===== src/rtl/pcc_map.vh =====
// Register map, field positions, reset values and timing figures
// Assumes inclusion by the phy configuration block and its helpers
`ifndef PCC_MAP_VH
`define PCC_MAP_VH

// ----------------------------------------------------------------
// Register indices (byte address is four times the index)
// ----------------------------------------------------------------
`define PCC_IDX_CONFIG_THREE 6'h1E
`define PCC_IDX_SOFT_CONTROL 6'h1F
`define PCC_IDX_TEST_CHANNEL 6'h25
`define PCC_IDX_XOVER_TIMER 6'h2C

// ----------------------------------------------------------------
// Field positions
// ----------------------------------------------------------------
`define PCC_B_FFD_EN 11
`define PCC_B_ROBUST_EN 9
`define PCC_B_QUICK_EN 8
`define PCC_B_INT_OE 7
`define PCC_B_FORCE_INT 6
`define PCC_B_CT_FAILED 2
`define PCC_B_CT_COMPLETE 1
`define PCC_B_CT_LAUNCH 0
`define PCC_B_FULL_RESET 15
`define PCC_B_RESTART 14
`define PCC_B_TCH_ALL 7
`define PCC_F_TCH_SEL 6:5
`define PCC_F_TCH_FIELD 7:5
`define PCC_F_XT_RSVD 15:4
`define PCC_F_XT_TIMER 3:0

// ----------------------------------------------------------------
// Reset values
// ----------------------------------------------------------------
`define PCC_RST_TCH_HIGH 8'h04
`define PCC_RST_TCH_SEL 3'h0
`define PCC_RST_TCH_LOW 5'h00
`define PCC_RST_XT_RSVD 12'h141
`define PCC_RST_XT_TIMER 4'hF

// ----------------------------------------------------------------
// Bus answers
// ----------------------------------------------------------------
`define PCC_RESP_OKAY 2'h0
`define PCC_RESP_SLVERR 2'h2

// ----------------------------------------------------------------
// Timing
// ----------------------------------------------------------------
`define PCC_CLK_MHZ 200
`define PCC_XOVER_STEP_MS 32
`define PCC_XOVER_NORM_MS 64
`define PCC_XOVER_QUICK_MS 8
`define PCC_CYC_PER_MS (`PCC_CLK_MHZ * 1000)
`define PCC_LFSR_SEED 8'hA5
`define PCC_LFSR_TAPS 8'hB8
`define PCC_TMR_W 28

`endif


===== src/rtl/pcc_period_timer.v =====
// Down counter that pulses once per programmed period
// Assumes period is at least one; restart reloads it
`include "pcc_map.vh"

module pcc_period_timer (
  input wire sys_clk,
  input wire srst,
  input wire restart,
  input wire [`PCC_TMR_W-1:0] period,
  output reg expire_q
);
  reg [`PCC_TMR_W-1:0] cnt_q;

  always @(posedge sys_clk) begin
    if (srst || restart) begin
      cnt_q <= period;
      expire_q <= 1'b0;
    end else if (cnt_q <= {{(`PCC_TMR_W-1){1'b0}}, 1'b1}) begin
      cnt_q <= period;
      expire_q <= 1'b1;
    end else begin
      cnt_q <= cnt_q - {{(`PCC_TMR_W-1){1'b0}}, 1'b1};
      expire_q <= 1'b0;
    end
  end
endmodule // pcc_period_timer


===== src/rtl/pcc_regs.v =====
// Configuration and control registers of a tri-speed copper transceiver
// Assumes an AXI4-Lite master on sys_clk, core status inputs on sys_clk,
// and an open-drain, active-low shared interrupt / power-down pin
`include "pcc_map.vh"

module pcc_regs #(
  parameter XOVER_STEP_CYC = `PCC_XOVER_STEP_MS * `PCC_CYC_PER_MS,
  parameter XOVER_NORM_CYC = `PCC_XOVER_NORM_MS * `PCC_CYC_PER_MS,
  parameter XOVER_QUICK_CYC = `PCC_XOVER_QUICK_MS * `PCC_CYC_PER_MS
) (
  input wire sys_clk,
  input wire srst,
  // AXI4-Lite slave
  input wire [7:0] s_axi_awaddr,
  input wire s_axi_awvalid,
  output reg s_axi_awready,
  input wire [31:0] s_axi_wdata,
  input wire [3:0] s_axi_wstrb,
  input wire s_axi_wvalid,
  output reg s_axi_wready,
  output reg [1:0] s_axi_bresp,
  output reg s_axi_bvalid,
  input wire s_axi_bready,
  input wire [7:0] s_axi_araddr,
  input wire s_axi_arvalid,
  output reg s_axi_arready,
  output reg [31:0] s_axi_rdata,
  output reg [1:0] s_axi_rresp,
  output reg s_axi_rvalid,
  input wire s_axi_rready,
  // Core status
  input wire link_up,
  input wire local_an_enable,
  input wire local_forced_100,
  input wire partner_forced_100,
  input wire std_full_duplex,
  input wire irq_event,
  input wire cable_test_finish,
  input wire cable_test_fail_in,
  // Shared pin, active low
  input wire irq_pd_pin_n_in,
  output reg irq_pd_pin_n_out,
  output reg irq_pd_pin_n_oe,
  // Core control
  output reg link_full_duplex,
  output reg mdix_swap,
  output reg cable_test_start,
  output reg core_full_reset,
  output reg core_restart,
  output reg powerdown_req,
  output reg [3:0] test_channel_en
);

  // ----------------------------------------------------------------
  // Register state
  // ----------------------------------------------------------------
  reg forced_full_duplex_enable_q;
  reg robust_crossover_enable_q;
  reg quick_crossover_enable_q;
  reg int_oe_q;
  reg force_int_q;
  reg cable_test_launch_q;
  reg cable_test_complete_q;
  reg cable_test_failed_q;
  reg full_soft_reset_q;
  reg soft_restart_keep_regs_q;
  reg [2:0] test_channel_select_q;
  reg [11:0] xt_rsvd_q;
  reg [3:0] robust_crossover_timer_q;

  // ----------------------------------------------------------------
  // Bus slave state
  // ----------------------------------------------------------------
  reg aw_hold_q;
  reg [5:0] aw_idx_q;
  reg w_hold_q;
  reg [15:0] wdata_q;
  reg [1:0] wstrb_q;

  wire aw_take = s_axi_awvalid && s_axi_awready;
  wire w_take = s_axi_wvalid && s_axi_wready;
  wire ar_take = s_axi_arvalid && s_axi_arready;
  wire wr_go = aw_hold_q && w_hold_q && !s_axi_bvalid;
  wire [5:0] ar_idx = s_axi_araddr[7:2];

  wire wr_config_three = wr_go && (aw_idx_q == `PCC_IDX_CONFIG_THREE);
  wire wr_ctrl = wr_go && (aw_idx_q == `PCC_IDX_SOFT_CONTROL);
  wire wr_tch = wr_go && (aw_idx_q == `PCC_IDX_TEST_CHANNEL);
  wire wr_xt = wr_go && (aw_idx_q == `PCC_IDX_XOVER_TIMER);
  wire wr_hit = wr_config_three || wr_ctrl || wr_tch || wr_xt;

  // Merged write data honouring byte strobes
  reg [15:0] cur_d;
  reg [15:0] new_d;

  // Registers fall back to defaults on bus reset or full soft reset
  wire reg_rst = srst || full_soft_reset_q;
  // Device-side state also restarts on soft restart
  wire core_rst = reg_rst || soft_restart_keep_regs_q;

  // ----------------------------------------------------------------
  // Read view of each register
  // ----------------------------------------------------------------
  wire [15:0] config_three_view = {4'h0, forced_full_duplex_enable_q, 1'b0,
    robust_crossover_enable_q, quick_crossover_enable_q, int_oe_q,
    force_int_q, 3'h0, cable_test_failed_q, cable_test_complete_q,
    cable_test_launch_q};
  wire [15:0] ctrl_view = {full_soft_reset_q, soft_restart_keep_regs_q,
    14'h0000};
  wire [15:0] tch_view = {`PCC_RST_TCH_HIGH, test_channel_select_q,
    `PCC_RST_TCH_LOW};
  wire [15:0] xt_view = {xt_rsvd_q, robust_crossover_timer_q};

  always @* begin
    case (aw_idx_q)
      `PCC_IDX_CONFIG_THREE: cur_d = config_three_view;
      `PCC_IDX_SOFT_CONTROL: cur_d = ctrl_view;
      `PCC_IDX_TEST_CHANNEL: cur_d = tch_view;
      `PCC_IDX_XOVER_TIMER: cur_d = xt_view;
      default: cur_d = 16'h0000;
    endcase
    new_d[7:0] = wstrb_q[0] ? wdata_q[7:0] : cur_d[7:0];
    new_d[15:8] = wstrb_q[1] ? wdata_q[15:8] : cur_d[15:8];
  end

  // ----------------------------------------------------------------
  // Write channels
  // ----------------------------------------------------------------
  always @(posedge sys_clk) begin
    if (srst) begin
      s_axi_awready <= 1'b1;
      s_axi_wready <= 1'b1;
      s_axi_bvalid <= 1'b0;
      s_axi_bresp <= `PCC_RESP_OKAY;
      aw_hold_q <= 1'b0;
      aw_idx_q <= 6'h00;
      w_hold_q <= 1'b0;
      wdata_q <= 16'h0000;
      wstrb_q <= 2'h0;
    end else begin
      if (aw_take) begin
        aw_hold_q <= 1'b1;
        aw_idx_q <= s_axi_awaddr[7:2];
        s_axi_awready <= 1'b0;
      end
      if (w_take) begin
        w_hold_q <= 1'b1;
        wdata_q <= s_axi_wdata[15:0];
        wstrb_q <= s_axi_wstrb[1:0];
        s_axi_wready <= 1'b0;
      end
      if (wr_go) begin
        aw_hold_q <= 1'b0;
        w_hold_q <= 1'b0;
        s_axi_bvalid <= 1'b1;
        s_axi_bresp <= wr_hit ? `PCC_RESP_OKAY : `PCC_RESP_SLVERR;
      end else if (s_axi_bvalid && s_axi_bready) begin
        s_axi_bvalid <= 1'b0;
        s_axi_awready <= 1'b1;
        s_axi_wready <= 1'b1;
      end
    end
  end

  // ----------------------------------------------------------------
  // Read channel
  // ----------------------------------------------------------------
  always @(posedge sys_clk) begin
    if (srst) begin
      s_axi_arready <= 1'b1;
      s_axi_rvalid <= 1'b0;
      s_axi_rdata <= 32'h00000000;
      s_axi_rresp <= `PCC_RESP_OKAY;
    end else if (ar_take) begin
      s_axi_arready <= 1'b0;
      s_axi_rvalid <= 1'b1;
      s_axi_rresp <= `PCC_RESP_OKAY;
      case (ar_idx)
        `PCC_IDX_CONFIG_THREE: s_axi_rdata <= {16'h0000, config_three_view};
        `PCC_IDX_SOFT_CONTROL: s_axi_rdata <= {16'h0000, ctrl_view};
        `PCC_IDX_TEST_CHANNEL: s_axi_rdata <= {16'h0000, tch_view};
        `PCC_IDX_XOVER_TIMER: s_axi_rdata <= {16'h0000, xt_view};
        default: begin
          s_axi_rdata <= 32'h00000000;
          s_axi_rresp <= `PCC_RESP_SLVERR;
        end
      endcase
    end else if (s_axi_rvalid && s_axi_rready) begin
      s_axi_rvalid <= 1'b0;
      s_axi_arready <= 1'b1;
    end
  end

  // ----------------------------------------------------------------
  // Configuration register three
  // ----------------------------------------------------------------
  always @(posedge sys_clk) begin
    if (reg_rst) begin
      forced_full_duplex_enable_q <= 1'b0;
      robust_crossover_enable_q <= 1'b0;
      quick_crossover_enable_q <= 1'b0;
      int_oe_q <= 1'b0;
      force_int_q <= 1'b0;
      cable_test_launch_q <= 1'b0;
    end else if (wr_config_three) begin
      forced_full_duplex_enable_q <= new_d[`PCC_B_FFD_EN];
      robust_crossover_enable_q <= new_d[`PCC_B_ROBUST_EN];
      quick_crossover_enable_q <= new_d[`PCC_B_QUICK_EN];
      int_oe_q <= new_d[`PCC_B_INT_OE];
      force_int_q <= new_d[`PCC_B_FORCE_INT];
      cable_test_launch_q <= new_d[`PCC_B_CT_LAUNCH];
    end
  end

  // Launch pulse on every write of one to the start bit
  wire ct_launch = wr_config_three && new_d[`PCC_B_CT_LAUNCH];

  // Completion wins over a launch in the same cycle
  always @(posedge sys_clk) begin
    if (reg_rst) begin
      cable_test_complete_q <= 1'b1;
      cable_test_failed_q <= 1'b0;
    end else if (cable_test_finish) begin
      cable_test_complete_q <= 1'b1;
      cable_test_failed_q <= cable_test_fail_in;
    end else if (ct_launch) begin
      cable_test_complete_q <= 1'b0;
      cable_test_failed_q <= 1'b0;
    end
  end

  // ----------------------------------------------------------------
  // Soft control, test channel and crossover timer registers
  // ----------------------------------------------------------------
  always @(posedge sys_clk) begin
    if (reg_rst) begin
      full_soft_reset_q <= 1'b0;
      soft_restart_keep_regs_q <= 1'b0;
    end else begin
      full_soft_reset_q <= wr_ctrl && new_d[`PCC_B_FULL_RESET];
      soft_restart_keep_regs_q <= wr_ctrl && new_d[`PCC_B_RESTART];
    end
  end

  always @(posedge sys_clk) begin
    if (reg_rst) begin
      test_channel_select_q <= `PCC_RST_TCH_SEL;
      xt_rsvd_q <= `PCC_RST_XT_RSVD;
      robust_crossover_timer_q <= `PCC_RST_XT_TIMER;
    end else begin
      if (wr_tch)
        test_channel_select_q <= new_d[`PCC_F_TCH_FIELD];
      if (wr_xt) begin
        xt_rsvd_q <= new_d[`PCC_F_XT_RSVD];
        robust_crossover_timer_q <= new_d[`PCC_F_XT_TIMER];
      end
    end
  end

  // ----------------------------------------------------------------
  // Shared pin
  // ----------------------------------------------------------------
  wire pin_level;

  pcc_sync2 #(
    .W(1)
  ) u_pin_sync (
    .sys_clk(sys_clk),
    .srst(srst),
    .async_in(irq_pd_pin_n_in),
    .rst_val(1'b1),
    .sync_q(pin_level)
  );

  always @(posedge sys_clk) begin
    if (core_rst) begin
      irq_pd_pin_n_out <= 1'b0;
      irq_pd_pin_n_oe <= 1'b0;
      powerdown_req <= 1'b0;
    end else begin
      irq_pd_pin_n_out <= 1'b0;
      // Open drain: pull low only while interrupting
      irq_pd_pin_n_oe <= int_oe_q && (force_int_q || irq_event);
      powerdown_req <= !int_oe_q && !pin_level;
    end
  end

  // ----------------------------------------------------------------
  // Duplex, test channels and control pulses
  // ----------------------------------------------------------------
  wire ffd_case = forced_full_duplex_enable_q && partner_forced_100 &&
    (local_an_enable || local_forced_100);
  reg [3:0] tch_onehot;

  always @* begin
    case (test_channel_select_q[1:0])
      2'h0: tch_onehot = 4'h1;
      2'h1: tch_onehot = 4'h2;
      2'h2: tch_onehot = 4'h4;
      2'h3: tch_onehot = 4'h8;
      default: tch_onehot = 4'h0;
    endcase
  end

  always @(posedge sys_clk) begin
    if (core_rst) begin
      link_full_duplex <= 1'b0;
      test_channel_en <= 4'h1;
      cable_test_start <= 1'b0;
    end else begin
      link_full_duplex <= ffd_case ? 1'b1 : std_full_duplex;
      test_channel_en <= test_channel_select_q[2] ? 4'hF : tch_onehot;
      cable_test_start <= ct_launch;
    end
  end

  // Reset pulses would never leave if core_rst dropped them, so run them on srst
  always @(posedge sys_clk) begin
    if (srst) begin
      core_full_reset <= 1'b0;
      core_restart <= 1'b0;
    end else begin
      core_full_reset <= full_soft_reset_q;
      core_restart <= soft_restart_keep_regs_q;
    end
  end

  // ----------------------------------------------------------------
  // Crossover resolver
  // ----------------------------------------------------------------
  localparam [`PCC_TMR_W-1:0] STEP_CYC = XOVER_STEP_CYC[`PCC_TMR_W-1:0];
  localparam [`PCC_TMR_W-1:0] NORM_CYC = XOVER_NORM_CYC[`PCC_TMR_W-1:0];
  localparam [`PCC_TMR_W-1:0] QUICK_CYC = XOVER_QUICK_CYC[`PCC_TMR_W-1:0];

  wire both_forced = !local_an_enable && local_forced_100 && partner_forced_100;
  wire quick_case = quick_crossover_enable_q && both_forced;
  wire [4:0] robust_steps = {1'b0, robust_crossover_timer_q} + 5'h01;
  wire [`PCC_TMR_W+4:0] robust_full = STEP_CYC * robust_steps;
  reg [`PCC_TMR_W-1:0] xover_period;
  reg [7:0] lfsr_q;
  wire xover_tick;

  // Timer setting applies only in robust mode
  always @* begin
    if (quick_case)
      xover_period = QUICK_CYC;
    else if (robust_crossover_enable_q)
      xover_period = robust_full[`PCC_TMR_W-1:0];
    else
      xover_period = NORM_CYC;
  end

  pcc_period_timer u_xover_tmr (
    .sys_clk(sys_clk),
    .srst(core_rst),
    .restart(link_up),
    .period(xover_period),
    .expire_q(xover_tick)
  );

  // Random skip of a swap breaks lock-step with a partner doing the same
  always @(posedge sys_clk) begin
    if (core_rst) begin
      lfsr_q <= `PCC_LFSR_SEED;
      mdix_swap <= 1'b0;
    end else begin
      lfsr_q <= {1'b0, lfsr_q[7:1]} ^ (lfsr_q[0] ? `PCC_LFSR_TAPS : 8'h00);
      if (xover_tick && !link_up) begin
        if (!robust_crossover_enable_q || lfsr_q[0])
          mdix_swap <= !mdix_swap;
      end
    end
  end

endmodule // pcc_regs


===== src/rtl/pcc_sync2.v =====
// Two flip-flop synchroniser for levels from outside the clock domain
// Assumes the input is a slow level, not a pulse
module pcc_sync2 #(
  parameter W = 1
) (
  input wire sys_clk,
  input wire srst,
  input wire [W-1:0] async_in,
  input wire [W-1:0] rst_val,
  output reg [W-1:0] sync_q
);
  reg [W-1:0] meta_q;

  always @(posedge sys_clk) begin
    if (srst) begin
      meta_q <= rst_val;
      sync_q <= rst_val;
    end else begin
      meta_q <= async_in;
      sync_q <= meta_q;
    end
  end
endmodule // pcc_sync2


===== config.mk =====
export PLATFORM = sky130hd
export DESIGN_NAME = pcc_regs
export DESIGN_NICKNAME = d
export VERILOG_FILES = /design/src/rtl/pcc_period_timer.v /design/src/rtl/pcc_regs.v /design/src/rtl/pcc_sync2.v
export VERILOG_INCLUDE_DIRS = /design/src /design/src/rtl
export SDC_FILE = /design/constraint.sdc
export NUM_CORES = 1
export LEC_CHECK = 0
export BUFFER_PORTS_ARGS = -buffer_cell sky130_fd_sc_hd__buf_4
export CORE_MARGIN = 2
export CORE_UTILIZATION = 45
export CTS_CLUSTER_SIZE = 24
export DETAILED_ROUTE_END_ITERATION = 10
export HOLD_SLACK_MARGIN = 0.15
export PLACE_DENSITY_LB_ADDON = 0.3
export SLEW_MARGIN = 20
export SYNTH_ARGS = -nofsm -noshare
export SYNTH_HDL_FRONTEND = slang
export SYNTH_SLANG_ARGS = --single-unit

===== constraint.sdc =====
create_clock -name sys_clk -period 4.8 [get_ports sys_clk]
set_input_delay 1.44 -clock sys_clk [delete_from_list [all_inputs] [get_ports sys_clk]]
set_output_delay 1.44 -clock sys_clk [all_outputs]
set_load 0.02 [all_outputs]

Word-level counts from Yosys, hierarchy flattened:

Cells that the tools add are included.

* latch bits: 0
* RAM bits: 0
* ROM bits: 0
* output and inout bits: 53
* word-level logic and storage cells: 139
* register bits: 146
* memories: 0

* bitwise logic cells: 1
* divide/modulo/power cells: 0
* mux-type cells: 29
* reduce and logical (&&, ||, !) cells: 49
* magnitude comparators: 1
* shifts and indexed selects: 0
* multipliers: 1
* $add $sub $neg: 2
* eq/ne operators: 13

Operator list (count)
* 16-bit case mux with 4 select lines: 2
* 28-bit 2-to-1 mux: 4
* 28-bit by 1-bit <= comparator with 1-bit output (second input constant): 1
* 28-bit by 1-bit subtractor with 28-bit output (second input constant): 1
* 6-bit by 5-bit == test with 1-bit output (second input constant): 4
* 6-bit == test (second input constant): 4
* 8-bit 2-to-1 mux: 3
* 1-bit logical AND: 22
* 12-bit by 5-bit multiplier with 17-bit output (first input constant): 1
* 1-bit 2-to-1 mux: 16
* 4-bit case mux with 4 select lines: 1
* 1-bit logical OR: 9
* 7-bit by 8-bit bitwise XOR with 8-bit output: 1
* 1-bit logical NOT: 7
* 2-bit AND reduction: 3
* 2-bit nonzero test: 3
* 2-bit OR reduction: 3
* 4-bit by 1-bit adder with 5-bit output (second input constant): 1
* 2-bit == test (second input constant): 2
* 2-bit 2-to-1 mux: 2
* 4-bit 2-to-1 mux: 1
* 2-bit inequality test (second input constant): 2
* 4-bit OR reduction: 1
* 2-bit by 1-bit == test with 1-bit output (second input constant): 1
* 2-bit logical NOT: 1

Longest topological paths before layout:

* depth in word-level cells: 7
* depth in mapped cells: 14

Modules after synthesis:

From an unflattened synthesis, not the netlist that was laid out.

* cells, all modules: 769
* area total of the unflattened synthesis: 6486.2 um2

Modules (own cells, without submodules)
* pcc_regs: area an instance 4941.0 um2, instances 1, cells each 591
* pcc_period_timer: area an instance 1482.7 um2, instances 1, cells each 174
* pcc_sync2: area an instance 62.6 um2, instances 1, cells each 4

Least setup slack after synthesis:

Ideal clock, no wire load.

* kind: flip-flop to flip-flop
* from: reg robust_crossover_timer_q[0]
* to: reg u_xover_tmr.cnt_q[27]
* cell stages (with the launch flop): 14
* setup time: 0.123 ns
* required time: 4.677 ns
* buffers on the path: 0
* arrival: 3.334 ns
* setup slack: 1.343 ns
* cells stage by stage: dfxtp_1 -> ha_1 -> xor2_1 -> ha_1 -> xor2_1 -> ha_1 -> ha_1 -> ha_1 -> or3_1 -> o221ai_1 -> a21boi_0 -> o311ai_0 -> xor2_1 -> o22ai_1

* longest elaborated chain between the ends: 6

Ends and longest elaborated chain
* start, declared: line pcc_regs.v:69 `reg [3:0] robust_crossover_timer_q;`
* start signal, assigned: line pcc_regs.v:249 `` robust_crossover_timer_q <= `PCC_RST_XT_TIMER; ``
* start signal, assigned: line pcc_regs.v:255 `` robust_crossover_timer_q <= new_d[`PCC_F_XT_TIMER]; ``
* 4-bit by 1-bit adder with 5-bit output *: line pcc_regs.v:337 `wire [4:0] robust_steps = {1'b0, robust_crossover_timer_q} + 5'h01;`
* 12-bit by 5-bit multiplier with 17-bit output *: line pcc_regs.v:338 `` wire [`PCC_TMR_W+4:0] robust_full = STEP_CYC * robust_steps; ``
* 28-bit 2-to-1 mux *: line pcc_regs.v:347 `else if (robust_crossover_enable_q)`
* 28-bit 2-to-1 mux *: line pcc_regs.v:345 `if (quick_case)`
* 28-bit 2-to-1 mux: line pcc_period_timer.v:18 `` end else if (cnt_q <= {{(`PCC_TMR_W-1){1'b0}}, 1'b1}) begin ``
* 28-bit 2-to-1 mux *: line pcc_period_timer.v:15 `if (srst || restart) begin`
* end signal, assigned: line pcc_period_timer.v:16 `cnt_q <= period;`
* end signal, assigned: line pcc_period_timer.v:19 `cnt_q <= period;`
* end signal, assigned: line pcc_period_timer.v:22 `` cnt_q <= cnt_q - {{(`PCC_TMR_W-1){1'b0}}, 1'b1}; ``
* end, declared: line pcc_period_timer.v:12 `` reg [`PCC_TMR_W-1:0] cnt_q; ``

Every way passes the cells marked *; elsewhere a longest branch is shown, timed or not.
A chain may end at the register's enable or synchronous reset.

Worst setup path after layout:

Same ends and word-level chain as after synthesis.

==> metrics <==
# diodes 0; CP max-delay cell dfxtp_1; final WL 14.4 mm; Worst Path Required 5.09 ns; sequential power share 43.6%; multiplexer share of the synthesized area 0.652%; vias in the first global route 4,808; DRT iter0 DRCs 400; clock power share 48.3%; crit-path max FO 7; critical path arrival 4.31 ns; reg2reg path depth 13; total gr overflow 0; share of async-settable or async-resettable flops after synthesis 0%; first-pass GRT wire length 23.5 mm; Slew Viols, Final 0; switching pwr 0.000630 W; main combinational cell family by area after synthesis simple AND/OR/NAND/NOR gates; sw frac 24.2%; final worst-path cycle share 83.7%; R2R Path End u_xover_tmr.cnt_q[27]; slowest stage delay, CP 0.50 ns; Top FF cell, synth dfxtp_1; dpl cells 945; via count 5,171; Synth Area in XOR/XNOR 6.56%; Int Pwr 0.00198 W; io pins 121; CP Capture Type flip-flop; outcome complete, no violations; Max clock buf depth 2; Initial Util 46.2%; Synth Area in Adders 7.26%; DRT Pass-1 Iters 6; critical-path cell list ha_1 -> xor2_1 -> ha_1 -> xor2_1 -> ha_1 -> ha_1 -> ha_1 -> or3_1 -> o221ai_1 -> a21boi_0 -> o311ai_0 -> xor2_1 -> o22ai_1; Worst Hold Depth 1; Post-DRT Antenna Nets 0; leakage 3.09 nW; Worst-Margin Slew 1.03 ns; Total Power 0.00261 W; worst vdd ir 0.000274 V; Root Driver clkbuf_16; Synth Register Bits 128; Area Growth Syn to Fin 20.2%; initial antenna violation count 0; max cap viols 0; HP Class flip-flop to flip-flop; Fin Setup TNS 0 ns; post-synthesis compound-gate area fraction 15.9%; Post-CTS Hold Fix Bufs 0; hold path endpoint powerdown_req; Gate Count Post-Synth 716; Final setup viols 0; Final Cell Area 0.00738 mm²; detailed placer's ending HPWL 10.3 mm; Fin Hold WS 0.389 ns; die footprint 0.0146 mm²; GPL Wtd Cong 0.908; nets 891; r2r startpoint robust_crossover_timer_q[0]; flop2flop setup slack 0.78 ns; critical path class flip-flop to flip-flop; Slew HR 30.6%; sequential share of the synthesized area 41.7%; power per cell area 354 mW/mm²; fin cells 977; Post-DP Area 0.00679 mm²; # port buffers 79; combinational power share 8.1%; delay-heaviest family, CP adder cells; vias per cell 5.29; Buf/Inv on CP 0; Ys Warns 0; Die Wd 121 µm; fin crit period 4.02 ns; Num CTS Buffers 17; skew final 0.00797 ns; Clock transition at path regs 0.06 ns; crit start category flip-flop; RSZ-0062 raised after global routing no; die height 121 µm; Post-synth EDFFs 0; Avg WL per Cell 14.8 µm; Worst Min Path Start u_pin_sync.sync_q; Sink Count 128; core area 0.0133 mm²; setup bufs post-CTS 0; Simple-Gate Fraction of Synth Area 22.2%; CTS H-tree depth 4; Distinct cells, synth 64; mean post-synth cell area 8.57 µm²; largest net degree at the start of global routing 56; Worst-Skew Late Latency 0.42 ns; drc violations 0; share of cells above drive strength 1 16.5%; Synth Cell Area 0.00614 mm²; Final Hold Fails 0; GR Util All Layers 20.3%; num rows 42; Max Clk Rate 249 MHz; PostCTS Resize Cnt 0; most used cell, CP ha_1; CTS tree built
[cell families after synthesis]
family,after synthesis
AO/OA/AOI/OAI,155
adder cells (fa/ha/maj),35
other,1
buffers and inverters,69
flip-flops,128
AND/OR/NAND/NOR,278
multiplexers,4
XOR/XNOR,46
[stage by stage]
step | util (%) | setup WS (ns)
3_3_place_gp | 51.1 | 0.928
6_report | 55.5 | 0.781
4_1_cts | 55.5 | 0.792
5_1_grt | 55.5 | 0.490
3_5_place_dp | 51.1 | 0.802
2_1_floorplan | - | 1.34
[state kept, by name, indices dropped and copies added, names as in the netlist, 2 cells and up]
| register | count |
|---|---|
| xt_rsvd_q | 12 |
| u_xover_tmr.cnt_q | 28 |
| wdata_q | 16 |
| s_axi_rdata | 16 |
| lfsr_q | 8 |
| test_channel_en | 4 |
| robust_crossover_timer_q | 4 |
| test_channel_select_q | 3 |
| aw_idx_q | 6 |
| wstrb_q | 2 |
[synth_stat cells (all sizes together), types with 11 or more instances]
library cell  instances  area share, %
a21oi                66            5.4
a22oi                14            1.7
buf                  29            3.2
clkbuf               21            1.3
dfxtp               128             42
ha                   34            6.9
inv                  19            1.2
nand2               112            7.0
nand3                42            3.6
nor2                 53            3.2
nor3                 16            1.4
nor4                 12            2.0
o21ai                22            1.8
o22ai                11            1.1
xnor2                24            3.4
xor2                 22            3.1
[cell usage in the layout, fill, tap and decap left out, drive strengths merged, types with 4 or more instances in the layout]
master,n
xor2,22
a222oi,4
nor3,16
inv,20
clkbuf,19
nor4,12
nor2b,4
clkinv,7
buf,85
dfxtp,128
nor2,53
mux2i,4
o22ai,11
and2,7
xnor2,24
nand2,112
nand3,42
a211o,4
ha,34
nand3b,4
nand2b,6
or2,6
a22o,6
o21ai,22
a21oi,66
a22oi,14
conb,19
[routing by layer]
layer	up-vias	GRT usage (%)	part of all wire, %
met3	17	4.48	6.5
met5	-	0	0
met2	183	31.1	45
li1	2614	-	-
met4	0	7.78	1.4
met1	2357	27.9	47
[cell type report]
class | count | area, µm²
Timing Repair Buffer | 85 | 638
Multi-Input combinational cell | 537 | 3300
Clock inverter | 13 | 138
Fill cell | 1188 | 5920
Clock buffer | 19 | 453
Tap cell | 176 | 220
Sequential cell | 128 | 2560
Inverter | 19 | 71.3
[power groups by stage]
| stage | combinational [W] | sequential [W] | clock (W) |
|---|---|---|---|
| 2_1_floorplan | 0.000151 | 0.00116 | 0 |
| 3_3_place_gp | 0.000203 | 0.00116 | 0 |
| 3_5_place_dp | 0.000208 | 0.00116 | 0 |
| 4_1_cts | 0.000211 | 0.00114 | 0.00127 |
| 5_1_grt | 0.000233 | 0.00114 | 0.00133 |
| 6_report | 0.000210 | 0.00114 | 0.00126 |
[worst max path at each step]
stage | start | to | slack [ns] | cells past startpoint
6_report | robust_crossover_timer_q[0] | u_xover_tmr.cnt_q[27] | 0.78 | 13
2_1_floorplan | robust_crossover_timer_q[0] | u_xover_tmr.cnt_q[27] | 1.34 | 13
5_1_grt | robust_crossover_timer_q[0] | u_xover_tmr.cnt_q[27] | 0.49 | 13
3_5_place_dp | robust_crossover_timer_q[0] | u_xover_tmr.cnt_q[27] | 0.80 | 13
3_3_place_gp | robust_crossover_timer_q[0] | u_xover_tmr.cnt_q[27] | 0.93 | 13
4_1_cts | robust_crossover_timer_q[0] | u_xover_tmr.cnt_q[27] | 0.79 | 13
(Power assumes the default switching activity.)
